[src/design/bbie_defines.svh]
// constants for the byte and bit instruction execute block
// Behaviour
// (RULE1) Every program counter write other than the jump instruction forces counter bit eight low.
// (RULE2) A read-modify-write of the second I/O port takes its source from the pin levels, not the latch.
// (RULE3) load_direction_latch with file operand six copies the accumulator into the port direction latch.
// (RULE4) A direction latch bit of one floats its pin by turning that pin's output enable off.
// (RULE5) A file write to timer_counter_reg clears the prescaler when the prescaler belongs to the timer.
// (RULE6) add_accum_file sums accumulator and file register and updates carry, nibble carry and zero.
// (RULE7) For byte file instructions destination zero writes the accumulator and one writes the file register.
// (RULE8) bit_clear_file clears the selected bit of the file register and keeps all flags.
// (RULE9) bit_set_file sets the selected bit of the file register and keeps all flags.
// (RULE10) and_literal_accum ANDs the accumulator with an eight-bit literal and updates only zero.
// (RULE11) and_accum_file ANDs accumulator and file register into the chosen destination, zero only.
// (RULE12) test_skip_if_zero on a clear bit flushes the fetched instruction and runs an idle_slot.
// (RULE13) test_skip_if_one on a set bit flushes the fetched instruction and runs an idle_slot, no flags.
// (RULE14) Bit instructions decode from the top four opcode bits, then bit index and file address.
// (RULE15) Zero follows an all-zero result; add sets carry from bit seven and nibble carry from bit three.
`ifndef BBIE_DEFINES_SVH
`define BBIE_DEFINES_SVH

`define BBIE_INSTR_W     12
`define BBIE_DATA_W      8
`define BBIE_ADDR_W      5
`define BBIE_PC_W        9
`define BBIE_BIT_W       3

`define BBIE_OP6_ADD     6'h07
`define BBIE_OP6_ANDF    6'h05
`define BBIE_OP4_ANDL    4'hE
`define BBIE_OP4_BCLR    4'h4
`define BBIE_OP4_BSET    4'h5
`define BBIE_OP4_TSTZ    4'h6
`define BBIE_OP4_TSTO    4'h7
`define BBIE_OP3_JUMP    3'h5
`define BBIE_DIR_LOAD    12'h006

`define BBIE_ADDR_TIMER  5'h01
`define BBIE_ADDR_PCLOW  5'h02
`define BBIE_ADDR_PORT   5'h06

`define BBIE_ACC_RST     8'h00
`define BBIE_DIR_RST     8'hFF
`define BBIE_OE_RST      8'h00

`endif

[src/design/bbie_pkg.sv]
// types shared by the execute block
`include "bbie_defines.svh"
package bbie_pkg;
    typedef enum logic [1:0] {PH_IDLE, PH_EXEC, PH_SKIP} bbie_phase_t;

    typedef enum logic [2:0] {ALU_PASS, ALU_ADD, ALU_AND, ALU_CLR, ALU_SET} bbie_alu_op_t;

    typedef struct packed {
        logic carry;
        logic nibbleOverflowFlag;
        logic zero;
    } bbie_flags_t;

    typedef struct packed {
        bbie_phase_t                 phase;
        logic [`BBIE_INSTR_W-1:0]    instr;
        logic [`BBIE_DATA_W-1:0]     accum;
        bbie_flags_t                 flags;
        logic [`BBIE_DATA_W-1:0]     dirLatch;
        logic [`BBIE_DATA_W-1:0]     portOutEn;
        logic [`BBIE_ADDR_W-1:0]     fileAddr;
        logic                        fileWrEn;
        logic [`BBIE_DATA_W-1:0]     fileWrData;
        logic                        pcLoad;
        logic [`BBIE_PC_W-1:0]       pcLoadValue;
        logic                        fetchFlush;
        logic                        prescClear;
        logic                        ready;
        logic                        execDone;
    } bbie_state_t;
endpackage

[src/design/bbie_alu.sv]
// combinational arithmetic and bit logic with flag generation
`timescale 1ns/1ps
`include "bbie_defines.svh"
module bbie_alu #(
    parameter int W = `BBIE_DATA_W
) (
    input  wire logic                        [W-1:0]  accum,
    input  wire logic                        [W-1:0]  operand,
    input  wire logic           [`BBIE_BIT_W-1:0]     bitIdx,
    input  wire bbie_pkg::bbie_alu_op_t               op,
    output logic                             [W-1:0]  result,
    output logic                                      carryOut,
    output logic                                      nibbleOut,
    output logic                                      zeroOut
);
    if (W != `BBIE_DATA_W) begin : g_width_check
        $error("bbie_alu supports only the eight-bit data width");
    end

    function automatic logic allZero(input logic [W-1:0] v);
        allZero = (v == '0);
    endfunction

    logic [W:0] sum;
    logic [4:0] lowSum;
    logic [W-1:0] mask;

    always_comb begin
        // (RULE6) full sum of accumulator and file
        sum      = {1'h0, accum} + {1'h0, operand};
        lowSum   = {1'h0, accum[3:0]} + {1'h0, operand[3:0]};
        mask     = W'(1) << bitIdx;
        result   = operand;
        carryOut = 1'h0;
        nibbleOut = 1'h0;
        case (op)
            bbie_pkg::ALU_ADD: begin
                result = sum[W-1:0];
                // (RULE15) carry from bit seven and bit three
                carryOut  = sum[W];
                nibbleOut = lowSum[4];
            end
            bbie_pkg::ALU_AND: result = accum & operand;
            bbie_pkg::ALU_CLR: result = operand & ~mask;
            bbie_pkg::ALU_SET: result = operand | mask;
            default: result = operand;
        endcase
        // (RULE15) zero on an all-zero result
        zeroOut = allZero(result);
    end
endmodule

[src/design/bbie_exec_core.sv]
// execute stage for byte, bit, literal-AND and direction latch instructions
`timescale 1ns/1ps
`include "bbie_defines.svh"
module bbie_exec_core #(
    parameter int DATA_W = `BBIE_DATA_W
) (
    input  wire logic                                ref_clk,
    input  wire logic                                sys_rst,
    input  wire logic                                instrValid,
    input  wire logic        [`BBIE_INSTR_W-1:0]     instrWord,
    input  wire logic        [`BBIE_DATA_W-1:0]      fileRdData,
    input  wire logic        [`BBIE_DATA_W-1:0]      portPinLevel,
    input  wire logic                                prescAssigned,
    output logic                                     instrReady,
    output logic                                     execDone,
    output logic             [`BBIE_ADDR_W-1:0]      fileAddr,
    output logic                                     fileWrEn,
    output logic             [`BBIE_DATA_W-1:0]      fileWrData,
    output logic             [`BBIE_DATA_W-1:0]      accum,
    output bbie_pkg::bbie_flags_t                    statusFlags,
    output logic                                     pcLoad,
    output logic             [`BBIE_PC_W-1:0]        pcLoadValue,
    output logic                                     fetchFlush,
    output logic                                     prescClear,
    output logic             [`BBIE_DATA_W-1:0]      dirLatch,
    output logic             [`BBIE_DATA_W-1:0]      portOutEn
);
    if (DATA_W != `BBIE_DATA_W) begin : g_width_check
        $error("bbie_exec_core supports only the eight-bit data width");
    end

    localparam bbie_pkg::bbie_state_t RST_ST = '{
        phase:       bbie_pkg::PH_IDLE,
        instr:       '0,
        accum:       `BBIE_ACC_RST,
        flags:       '0,
        dirLatch:    `BBIE_DIR_RST,
        portOutEn:   `BBIE_OE_RST,
        fileAddr:    '0,
        fileWrEn:    1'h0,
        fileWrData:  '0,
        pcLoad:      1'h0,
        pcLoadValue: '0,
        fetchFlush:  1'h0,
        prescClear:  1'h0,
        ready:       1'h1,
        execDone:    1'h0
    };

    bbie_pkg::bbie_state_t              st;
    bbie_pkg::bbie_state_t              next_st;
    bbie_pkg::bbie_alu_op_t             aluOp;
    logic [`BBIE_DATA_W-1:0]            srcVal;
    logic [`BBIE_DATA_W-1:0]            aluIn;
    logic [`BBIE_DATA_W-1:0]            aluRes;
    logic                               aluCarry;
    logic                               aluNibble;
    logic                               aluZero;
    logic [`BBIE_ADDR_W-1:0]            fAddr;
    logic [`BBIE_BIT_W-1:0]             bitIdx;
    logic                               dBit;
    logic                               isAdd;
    logic                               isAndF;
    logic                               isAndL;
    logic                               isBclr;
    logic                               isBset;
    logic                               isTstZ;
    logic                               isTstO;
    logic                               isJump;
    logic                               isDirLoad;
    logic                               wrFile;
    logic                               testBit;
    logic [4:0]                         nibSum;

    // (RULE14) opcode fields
    assign fAddr     = st.instr[4:0];
    assign bitIdx    = st.instr[7:5];
    assign dBit      = st.instr[5];
    assign isAdd     = st.instr[11:6] == `BBIE_OP6_ADD;
    assign isAndF    = st.instr[11:6] == `BBIE_OP6_ANDF;
    assign isAndL    = st.instr[11:8] == `BBIE_OP4_ANDL;
    assign isBclr    = st.instr[11:8] == `BBIE_OP4_BCLR;
    assign isBset    = st.instr[11:8] == `BBIE_OP4_BSET;
    assign isTstZ    = st.instr[11:8] == `BBIE_OP4_TSTZ;
    assign isTstO    = st.instr[11:8] == `BBIE_OP4_TSTO;
    assign isJump    = st.instr[11:9] == `BBIE_OP3_JUMP;
    assign isDirLoad = st.instr == `BBIE_DIR_LOAD;
    // (RULE7) destination one sends byte results to the file
    assign wrFile    = ((isAdd || isAndF) && dBit) || isBclr || isBset;

    // (RULE2) port reads see the pins, not the output latch
    assign srcVal  = (fAddr == `BBIE_ADDR_PORT) ? portPinLevel : fileRdData;
    assign aluIn   = isAndL ? st.instr[7:0] : srcVal;
    assign testBit = srcVal[bitIdx];
    assign nibSum  = {1'h0, st.accum[3:0]} + {1'h0, srcVal[3:0]};

    always_comb begin
        if (isAdd) aluOp = bbie_pkg::ALU_ADD;
        else if (isAndF || isAndL) aluOp = bbie_pkg::ALU_AND;
        else if (isBclr) aluOp = bbie_pkg::ALU_CLR;
        else if (isBset) aluOp = bbie_pkg::ALU_SET;
        else aluOp = bbie_pkg::ALU_PASS;
    end

    bbie_alu #(.W(`BBIE_DATA_W)) u_alu (
        .accum     (st.accum),
        .operand   (aluIn),
        .bitIdx    (bitIdx),
        .op        (aluOp),
        .result    (aluRes),
        .carryOut  (aluCarry),
        .nibbleOut (aluNibble),
        .zeroOut   (aluZero)
    );

    always_comb begin
        next_st            = st;
        next_st.fileWrEn   = 1'h0;
        next_st.pcLoad     = 1'h0;
        next_st.fetchFlush = 1'h0;
        next_st.prescClear = 1'h0;
        next_st.execDone   = 1'h0;
        case (st.phase)
            bbie_pkg::PH_IDLE: begin
                if (instrValid) begin
                    next_st.instr    = instrWord;
                    next_st.fileAddr = instrWord[4:0];
                    next_st.ready    = 1'h0;
                    next_st.phase    = bbie_pkg::PH_EXEC;
                end
            end
            bbie_pkg::PH_EXEC: begin
                next_st.execDone = 1'h1;
                next_st.ready    = 1'h1;
                next_st.phase    = bbie_pkg::PH_IDLE;
                // (RULE6) add updates all three flags
                if (isAdd) begin
                    next_st.flags = '{carry: aluCarry, nibbleOverflowFlag: aluNibble,
                                      zero: aluZero};
                end
                // (RULE10) (RULE11) AND forms touch zero only
                if (isAndF || isAndL) begin
                    next_st.flags.zero = aluZero;
                end
                // (RULE7) destination zero loads the accumulator
                if (((isAdd || isAndF) && !dBit) || isAndL) begin
                    next_st.accum = aluRes;
                end
                // (RULE8) (RULE9) bit writes keep flags
                if (wrFile) begin
                    next_st.fileWrEn   = 1'h1;
                    next_st.fileWrData = aluRes;
                end
                // (RULE1) counter low writes clear bit eight
                if (wrFile && fAddr == `BBIE_ADDR_PCLOW) begin
                    next_st.pcLoad      = 1'h1;
                    next_st.pcLoadValue = {1'h0, aluRes};
                end
                // jump is the one writer that keeps bit eight
                if (isJump) begin
                    next_st.pcLoad      = 1'h1;
                    next_st.pcLoadValue = st.instr[8:0];
                end
                // (RULE5) timer write clears its prescaler
                if (wrFile && fAddr == `BBIE_ADDR_TIMER && prescAssigned) begin
                    next_st.prescClear = 1'h1;
                end
                // (RULE3) (RULE4) direction latch and output enables
                if (isDirLoad) begin
                    next_st.dirLatch  = st.accum;
                    next_st.portOutEn = ~st.accum;
                end
                // (RULE12) (RULE13) skip turns next slot idle
                if ((isTstZ && !testBit) || (isTstO && testBit)) begin
                    next_st.fetchFlush = 1'h1;
                    next_st.ready      = 1'h0;
                    next_st.phase      = bbie_pkg::PH_SKIP;
                end
            end
            bbie_pkg::PH_SKIP: begin
                next_st.ready = 1'h1;
                next_st.phase = bbie_pkg::PH_IDLE;
            end
            default: next_st = RST_ST;
        endcase
    end

    always_ff @(posedge ref_clk or posedge sys_rst) begin
        if (sys_rst) begin
            st <= RST_ST;
        end else begin
            st <= next_st;
        end
    end

    assign instrReady  = st.ready;
    assign execDone    = st.execDone;
    assign fileAddr    = st.fileAddr;
    assign fileWrEn    = st.fileWrEn;
    assign fileWrData  = st.fileWrData;
    assign accum       = st.accum;
    assign statusFlags = st.flags;
    assign pcLoad      = st.pcLoad;
    assign pcLoadValue = st.pcLoadValue;
    assign fetchFlush  = st.fetchFlush;
    assign prescClear  = st.prescClear;
    assign dirLatch    = st.dirLatch;
    assign portOutEn   = st.portOutEn;

    a_pc_bit_low: assert property (@(posedge ref_clk) disable iff (sys_rst) // RULE1
        (st.phase == bbie_pkg::PH_EXEC && wrFile && fAddr == `BBIE_ADDR_PCLOW)
        |=> pcLoad && !pcLoadValue[8] && pcLoadValue[7:0] == fileWrData)
        else $error("counter write kept bit eight");

    a_port_pin_source: assert property (@(posedge ref_clk) disable iff (sys_rst) // RULE2
        (st.phase == bbie_pkg::PH_EXEC && isAndF && !dBit && fAddr == `BBIE_ADDR_PORT)
        |=> accum == ($past(st.accum) & $past(portPinLevel)))
        else $error("port source not taken from pins");

    a_dir_latch_load: assert property (@(posedge ref_clk) disable iff (sys_rst) // RULE3
        (st.phase == bbie_pkg::PH_EXEC && isDirLoad) |=> dirLatch == $past(st.accum))
        else $error("direction latch not loaded from accumulator");

    a_pin_float: assert property (@(posedge ref_clk) disable iff (sys_rst) // RULE4
        (portOutEn & dirLatch) == '0)
        else $error("floating pin still has output enabled");

    a_presc_clear: assert property (@(posedge ref_clk) disable iff (sys_rst) // RULE5
        (st.phase == bbie_pkg::PH_EXEC && wrFile && fAddr == `BBIE_ADDR_TIMER && prescAssigned)
        |=> prescClear && fileWrEn ##1 !prescClear)
        else $error("prescaler clear missing or stretched");

    a_add_sum: assert property (@(posedge ref_clk) disable iff (sys_rst) // RULE6
        (st.phase == bbie_pkg::PH_EXEC && isAdd && !dBit)
        |=> {statusFlags.carry, accum} == 9'($past(st.accum)) + 9'($past(srcVal))
            && statusFlags.nibbleOverflowFlag == $past(nibSum[4])
            && statusFlags.zero == (accum == '0))
        else $error("add result or flags wrong");

    a_dest_file: assert property (@(posedge ref_clk) disable iff (sys_rst) // RULE7
        (st.phase == bbie_pkg::PH_EXEC && (isAdd || isAndF) && dBit)
        |=> fileWrEn && $stable(accum))
        else $error("destination one did not write the file");

    a_bit_clear: assert property (@(posedge ref_clk) disable iff (sys_rst) // RULE8
        (st.phase == bbie_pkg::PH_EXEC && isBclr)
        |=> fileWrEn && !fileWrData[$past(bitIdx)] && $stable(statusFlags))
        else $error("bit clear wrong");

    a_bit_set: assert property (@(posedge ref_clk) disable iff (sys_rst) // RULE9
        (st.phase == bbie_pkg::PH_EXEC && isBset)
        |=> fileWrEn && fileWrData == ($past(srcVal) | (8'h01 << $past(bitIdx)))
            && $stable(statusFlags))
        else $error("bit set wrong");

    a_and_literal: assert property (@(posedge ref_clk) disable iff (sys_rst) // RULE10
        (st.phase == bbie_pkg::PH_EXEC && isAndL)
        |=> accum == ($past(st.accum) & $past(st.instr[7:0]))
            && statusFlags.carry == $past(st.flags.carry)
            && statusFlags.zero == (accum == '0) && !fileWrEn)
        else $error("literal AND wrong");

    a_and_file: assert property (@(posedge ref_clk) disable iff (sys_rst) // RULE11
        (st.phase == bbie_pkg::PH_EXEC && isAndF && dBit)
        |=> fileWrData == ($past(st.accum) & $past(srcVal))
            && statusFlags.nibbleOverflowFlag == $past(st.flags.nibbleOverflowFlag))
        else $error("file AND wrong");

    a_skip_clear: assert property (@(posedge ref_clk) disable iff (sys_rst) // RULE12
        (st.phase == bbie_pkg::PH_EXEC && isTstZ && !testBit)
        |=> fetchFlush && !instrReady ##1 instrReady && !fetchFlush)
        else $error("skip on clear bit wrong");

    a_skip_set: assert property (@(posedge ref_clk) disable iff (sys_rst) // RULE13
        (st.phase == bbie_pkg::PH_EXEC && isTstO && testBit)
        |=> fetchFlush && $stable(statusFlags) ##1 instrReady)
        else $error("skip on set bit wrong");

    a_bit_decode: assert property (@(posedge ref_clk) disable iff (sys_rst) // RULE14
        (st.phase == bbie_pkg::PH_EXEC && isTstZ && testBit) |=> !fetchFlush && instrReady)
        else $error("test without skip stalled");
endmodule

[config.mk]
export PLATFORM = sky130hd
export DESIGN_NAME = bbie_exec_core
export DESIGN_NICKNAME = d
export VERILOG_FILES = /design/src/design/bbie_pkg.sv /design/src/design/bbie_alu.sv /design/src/design/bbie_exec_core.sv
export VERILOG_INCLUDE_DIRS = /design/src /design/src/design
export SDC_FILE = /design/constraint.sdc
export NUM_CORES = 1
export LEC_CHECK = 0
export ABC_AREA = 1
export BUFFER_PORTS_ARGS = -buffer_cell sky130_fd_sc_hd__buf_2
export CAP_MARGIN = 25
export CORE_UTILIZATION = 56
export CTS_CLUSTER_SIZE = 24
export DETAILED_ROUTE_END_ITERATION = 7
export PLACE_DENSITY = 0.81
export SYNTH_ARGS = -nofsm -noshare
export SYNTH_HDL_FRONTEND = slang
export SYNTH_SLANG_ARGS = --single-unit
[constraint.sdc]
create_clock -name ref_clk -period 2.8 [get_ports ref_clk]
set_input_delay 0.42 -clock ref_clk [delete_from_list [all_inputs] [get_ports ref_clk]]
set_output_delay 0.42 -clock ref_clk [all_outputs]
set_load 0.01 [all_outputs]
After elaboration in Yosys (flattened, before gate mapping):

Cells that the tools add are included.

* mux-type cells: 32
* add/subtract/negate cells: 2
* order comparisons: 1
* reductions and logical operators: 26
* shift operators: 1
* bitwise gates (word level): 7
* eq/ne operators: 25

Operators by type and width (number)
* $pmux 27 s2: 1
* $pmux 21 s2: 1
* $pmux 8 s4: 1
* $mux 8: 3
* $pmux 12 s2: 1
* $mux 10: 2
* $and 8x8->8: 2
* $eq 4x3->1 const B: 4
* $mux 16: 1
* $not 8->8: 2
* $mux 3: 5
* $mux 14: 1
* $reduce_and 2->1: 7
* $eq 12x3->1 const B: 1
* $eq 6x3->1 const B: 2
* $ne 2x2->1 const B: 5
* $pmux 5 s2: 1
* $add 8x8->9: 1
* $mux 1: 9
* $mux 9: 1
* $logic_not 8->1: 1
* $or 8x8->8: 1
* $shl 1x3->8 const A: 1
* $logic_and 1x1->1: 7
* 22 further kinds: 33

* register bits: 69
* bits of input ports: 32
* output and inout port bits: 55
* logic and storage cells: 111

Depth between registers and ports, before layout:

* depth after elaboration: 11
* mapped depth: 21
* gate-level depth less buffers: 21

Cells and area by module:

A second synthesis with hierarchy kept.

* cells, all modules: 627
* area total of the unflattened synthesis: 4618.2 sq um

By module, submodules not included
* bbie_exec_core: area an instance 3639.7 sq um, times used 1, cells an instance 435, seq. area each 1612.8 sq um
* bbie_alu: area an instance 978.4 sq um, times used 1, cells an instance 192, seq. area each 0.0 sq um

Worst setup path before layout:

Ideal clock, no wire load.

* path kind: register to register
* start: register st (netlist bit fAddr[4])
* end: register st (netlist bit statusFlags[0])
* period minus slack after synthesis: 2.547 ns
* path buffers: 0
* setup time: 0.065 ns
* cell stages (with the launch flop): 22
* setup slack: 0.253 ns
* data arrival time: 2.482 ns
* required time: 2.735 ns
* cells stage by stage: dfrtp_1 -> inv_1 -> nand2_1 -> nor2_4 -> nand2_4 -> nand2_1 -> nand3_1 -> o21ai_1 -> ha_1 -> inv_1 -> fa_1 -> inv_1 -> nand3_1 -> nand2_1 -> nand2_1 -> nand2_1 -> o21ai_0 -> a21oi_2 -> nand2_1 -> nor2_1 -> nand2_1 -> nand2_1

* word-level cells in the longest chain between the ends: 9
* elaborated cells between the ends (all ways): 12
* classes of those cells: add/sub (1); eq/ne (1); mux (6); bitwise (3); reduce/logical (1)

RTL lines
* start: declaration: line bbie_exec_core.sv:50 `bbie_pkg::bbie_state_t st;`
* start signal: assignment: line bbie_exec_core.sv:192 `st <= next_st;`
* $eq 5x3->1 (no line)
* $mux 8: line bbie_exec_core.sv:92 `` assign srcVal = (fAddr == `BBIE_ADDR_PORT) ? portPinLevel : fileRdData; ``
* $mux 8 (*): line bbie_exec_core.sv:93 `assign aluIn = isAndL ? st.instr[7:0] : srcVal;`
* $add 8x8->9, or another cell as far along: line bbie_alu.sv:30 `sum = {1'h0, accum} + {1'h0, operand};`
* $pmux 8 s4 (*): line bbie_alu.sv:36 `case (op)`
* $logic_not 8->1 (*): line bbie_alu.sv:21 `allZero = (v == '0);`
* $mux 3: line bbie_exec_core.sv:137 `if (isAdd) begin`
* $mux 1 (*): line bbie_exec_core.sv:142 `if (isAndF || isAndL) begin`
* $pmux 27 s2 (*): line bbie_exec_core.sv:123 `case (st.phase)`

Every way passes the cells marked *; elsewhere a longest branch is shown, timed or not. The select of a mux whose other input is x is not followed.
A chain may end at the register's enable or synchronous reset.

Worst setup path in the final report:

Ends and elaborated chain as after synthesis.

==> out/qor.csv <==
stage;metric;value;unit
grt;initial antenna violation count;0;
min_path;path category of the worst min-delay check;primary input to async pin;
grt;first-pass GRT wire length;17.80;mm
floorplanning;Row Count;31;
route;ANT nets after route;0;
setup_path;Required @ worst endpoint;3.10;ns
sta;Peak Freq;375.8;MHz
cells_and_area;# nets final;681;
synth;Netlist cell types;39;
clock_tree;Num CTS Buffers;9;
power;peak supply drop;0.5840;mV
synth;area leader, netlist;dfrtp_1;
setup_path;critical path peak fanout;6;
clock_tree;# hold bufs at CTS;0;
sta;final hold vios;0;
placed_design;DP HPWL;8.628;mm
sta;Final WS setup;0.1389;ns
cells_and_area;Final Non-Filler Cells;739;
floorplanning;Core ar.;7292;sq um
clock_tree;Sink Count;64;
route;drt initial violations;250;
grt;Total GRT Usage;30.02;%
sta;relative slew slack;57.34;%
cells_and_area;fin area;4875;sq um
synth;fraction of registers with async set/reset;100.0;%
synth;area share of the largest cell type after synthesis;32.39;%
route;TritonRoute pass-1 iters;7;
route;via count;4037;
sta;Tmin final;2.661;ns
placed_design;RePlAce Congestion;0.9147;
clock_tree;H-tree levels;3;
cells_and_area;fraction of layout cells with a size suffix above 1;30.47;%
setup_path;Crit Path Class;flop to flop;
sta;final worst path period share;95.04;%
synth;Cell Area, Synth;4249;sq um
placed_design;pre-CTS WS;0.004545;ns
clock_tree;CTS max path bufs;2;
floorplanning;Boundary Pins;87;
flow_run;max-cap violations;0;
clock_tree;Reg clk slew, reported paths;0.08;ns
route;Routed WL per cell;15.58;microns
synth;syn_nets;613;
grt;pin count of the biggest net entering global routing;35;
grt;total global routing overflow;0;
cells_and_area;Ant. Diodes;0;
floorplanning;Die H;89.11;microns
synth;Most used DFF post-synth;dfrtp_1;
floorplanning;die area;7940;sq um
sta;Max Clock Skew;0.01082;ns
route;drt total wl;11.51;mm
synth;register area share after synthesis;37.96;%
synth;Avg Inst Size Synth;7.494;sq um
placed_design;Port Buffers;86;
power;Power Dens Cells;1040;nW/um^2
setup_path;Crit. End Element;flop;
synth;Post-synth EDFFs;0;
placed_design;placed cells;715;
setup_path;startpoint types;flop;
synth;cells after synthesis;567;
synth;Synth area leaders;dfrtp_1, nand2_1, buf_4, nand3_1, dfstp_2;
clock_tree;CTS root buf;clkbuf_8;
sta;Least-Margin Pin Slew;0.6390;ns
clock_tree;CTS tree;built;
floorplanning;Die W;89.11;microns
clock_tree;Worst-Skew Late Latency;0.36;ns
cells_and_area;Area Overhead vs Synth;14.72;%
route;Vias per Instance;5.463;
sta;Final Max Slew Viols;0;
grt;vias in the first global route;3761;
run_status;status;finished clean;
synth;#FFs+latches synth;64;
placed_design;placed inst area;4546;sq um
floorplanning;Starting Density;58.27;%
sta;setup violators final;0;
power;LEAKAGE;2.689;nW
route;# DRC;0;
setup_path;critical path arrival;2.96;ns
synth;yosys warns;0;
## cell type report
type / count / area [sq um]
multi-input combinational: 382 / 2063
fill: 680 / 2417
tap: 99 / 123.9
clock inverter: 6 / 43.79
clock buffer: 10 / 137.6
timing repair buffer: 113 / 649.4
sequential: 64 / 1613
inverter: 65 / 244.0
## flip-flops by register name, indices dropped and copies added (netlist names)
signal / flops
execDone: 1
prescClear: 1
pcLoadValue: 9
dirLatch: 8
fileWrData: 8
portOutEn: 8
bitIdx: 3
fetchFlush: 1
pcLoad: 1
fileWrEn: 1
statusFlags: 3
fAddr: 5
accum: 8
st: 6
instrReady: 1
## routing by layer
layer / vias to the layer above / track usage [%] / wire length, microns
li1: 1926 / - / -
met1: 1872 / 38.55 / 4939
met2: 205 / 49.62 / 5450
met3: 34 / 5.448 / 750
met4: 0 / 13.42 / 371
met5: - / 0 / 0
## stage by stage
step | setup TNS, ns | util, % | power, mW | hold WS, ns
global route | -0.02547 | 66.85 | 5.460 | 0.2048
floorplan | 0 | - | 3.560 | 0.4465
detailed placement | 0 | 62.34 | 4.134 | 0.4600
CTS | 0 | 64.93 | 4.902 | 0.1659
finish | 0 | 66.85 | 5.067 | 0.1414
global placement | 0 | 62.23 | 4.068 | 0.4547
## cell usage after synthesis (2+ instances only)
cell and n:
clkbuf_1 4, nand2_1 142, dfstp_2 9, o21ai_0 25, nand4_1 6, o21ai_2 2
buf_4 49, nor2_4 3, inv_2 7, a21oi_1 25, inv_1 57, ha_1 13
nand2_4 2, o22ai_1 8, dfrtp_1 55, a21o_1 7, buf_6 3, nand2_2 4
o21ai_1 15, a21oi_2 2, nand3_1 55, nor3_1 3, nand3_2 3, nor2_2 9
a22o_1 2, nor2_1 44
## cell families after synthesis
group | Yosys count | share of synthesized area [%]
AOI/OAI and AO/OA | 90 | 12.31
buffers and inverters | 122 | 15.64
and+or+nand+nor | 276 | 29.59
adders and majority gates | 14 | 4.299
DFF | 64 | 37.96
xor gates and xnor gates | 1 | 0.2062
## repair_timing
action / 4_1_cts / 5_1_grt
setup buffers: 1 / 6
setup endpoints to repair: 1 / 16
pin swaps: 1 / 12
resized for setup: 1 / 26
cloned: 0 / 1
## worst max-delay path: stages, from the launching register on
cell	delay, ns
dfrtp_1	0.39
inv_2	0.06
nand2_2	0.05
nor2_4	0.24
nand2_4	0.11
nand2_2	0.09
nand3_2	0.06
o21ai_2	0.08
ha_2	0.20
inv_1	0.06
fa_2	0.38
inv_2	0.07
nand3_1	0.07
nand2_2	0.09
nand2_1	0.05
nand2_1	0.05
o21ai_1	0.06
a21oi_2	0.20
nand2_1	0.07
nor2_1	0.09
nand2_1	0.06
nand2_1	0.05
## cell usage in the layout (no fill, tap or decap), types with 9 or more instances in the layout
cell type	count
inv_2	11
nor2_1	43
inv_1	53
clkbuf_8	10
nand3_1	54
buf_2	86
a21oi_1	24
nand2_1	138
o21ai_1	14
buf_4	25
o21ai_0	22
dfrtp_1	55
nor2_2	9
ha_1	11
dfstp_2	9
## where the power goes
group | switching (mW) | internal, mW
registers | 0.257 | 1.30
clock network | 0.405 | 0.348
logic | 1.76 | 1.00
total | 2.42 | 2.64
## final timing paths
kind / startpoint / end / cells after the start / slack [ns]
min reg2reg: instrReady / instrReady / 2 / 0.47
max: fAddr[4] / statusFlags[0] / 21 / 0.14
min in group ref_clk: instrWord[11] / st[66] / 3 / 0.29
max in group asynchronous: sys_rst / instrReady / 3 / 1.99
min: sys_rst / accum[0] / 2 / 0.14
max reg2reg: fAddr[4] / statusFlags[0] / 21 / 0.14
No activity file was read; power rests on OpenSTA's default activity.
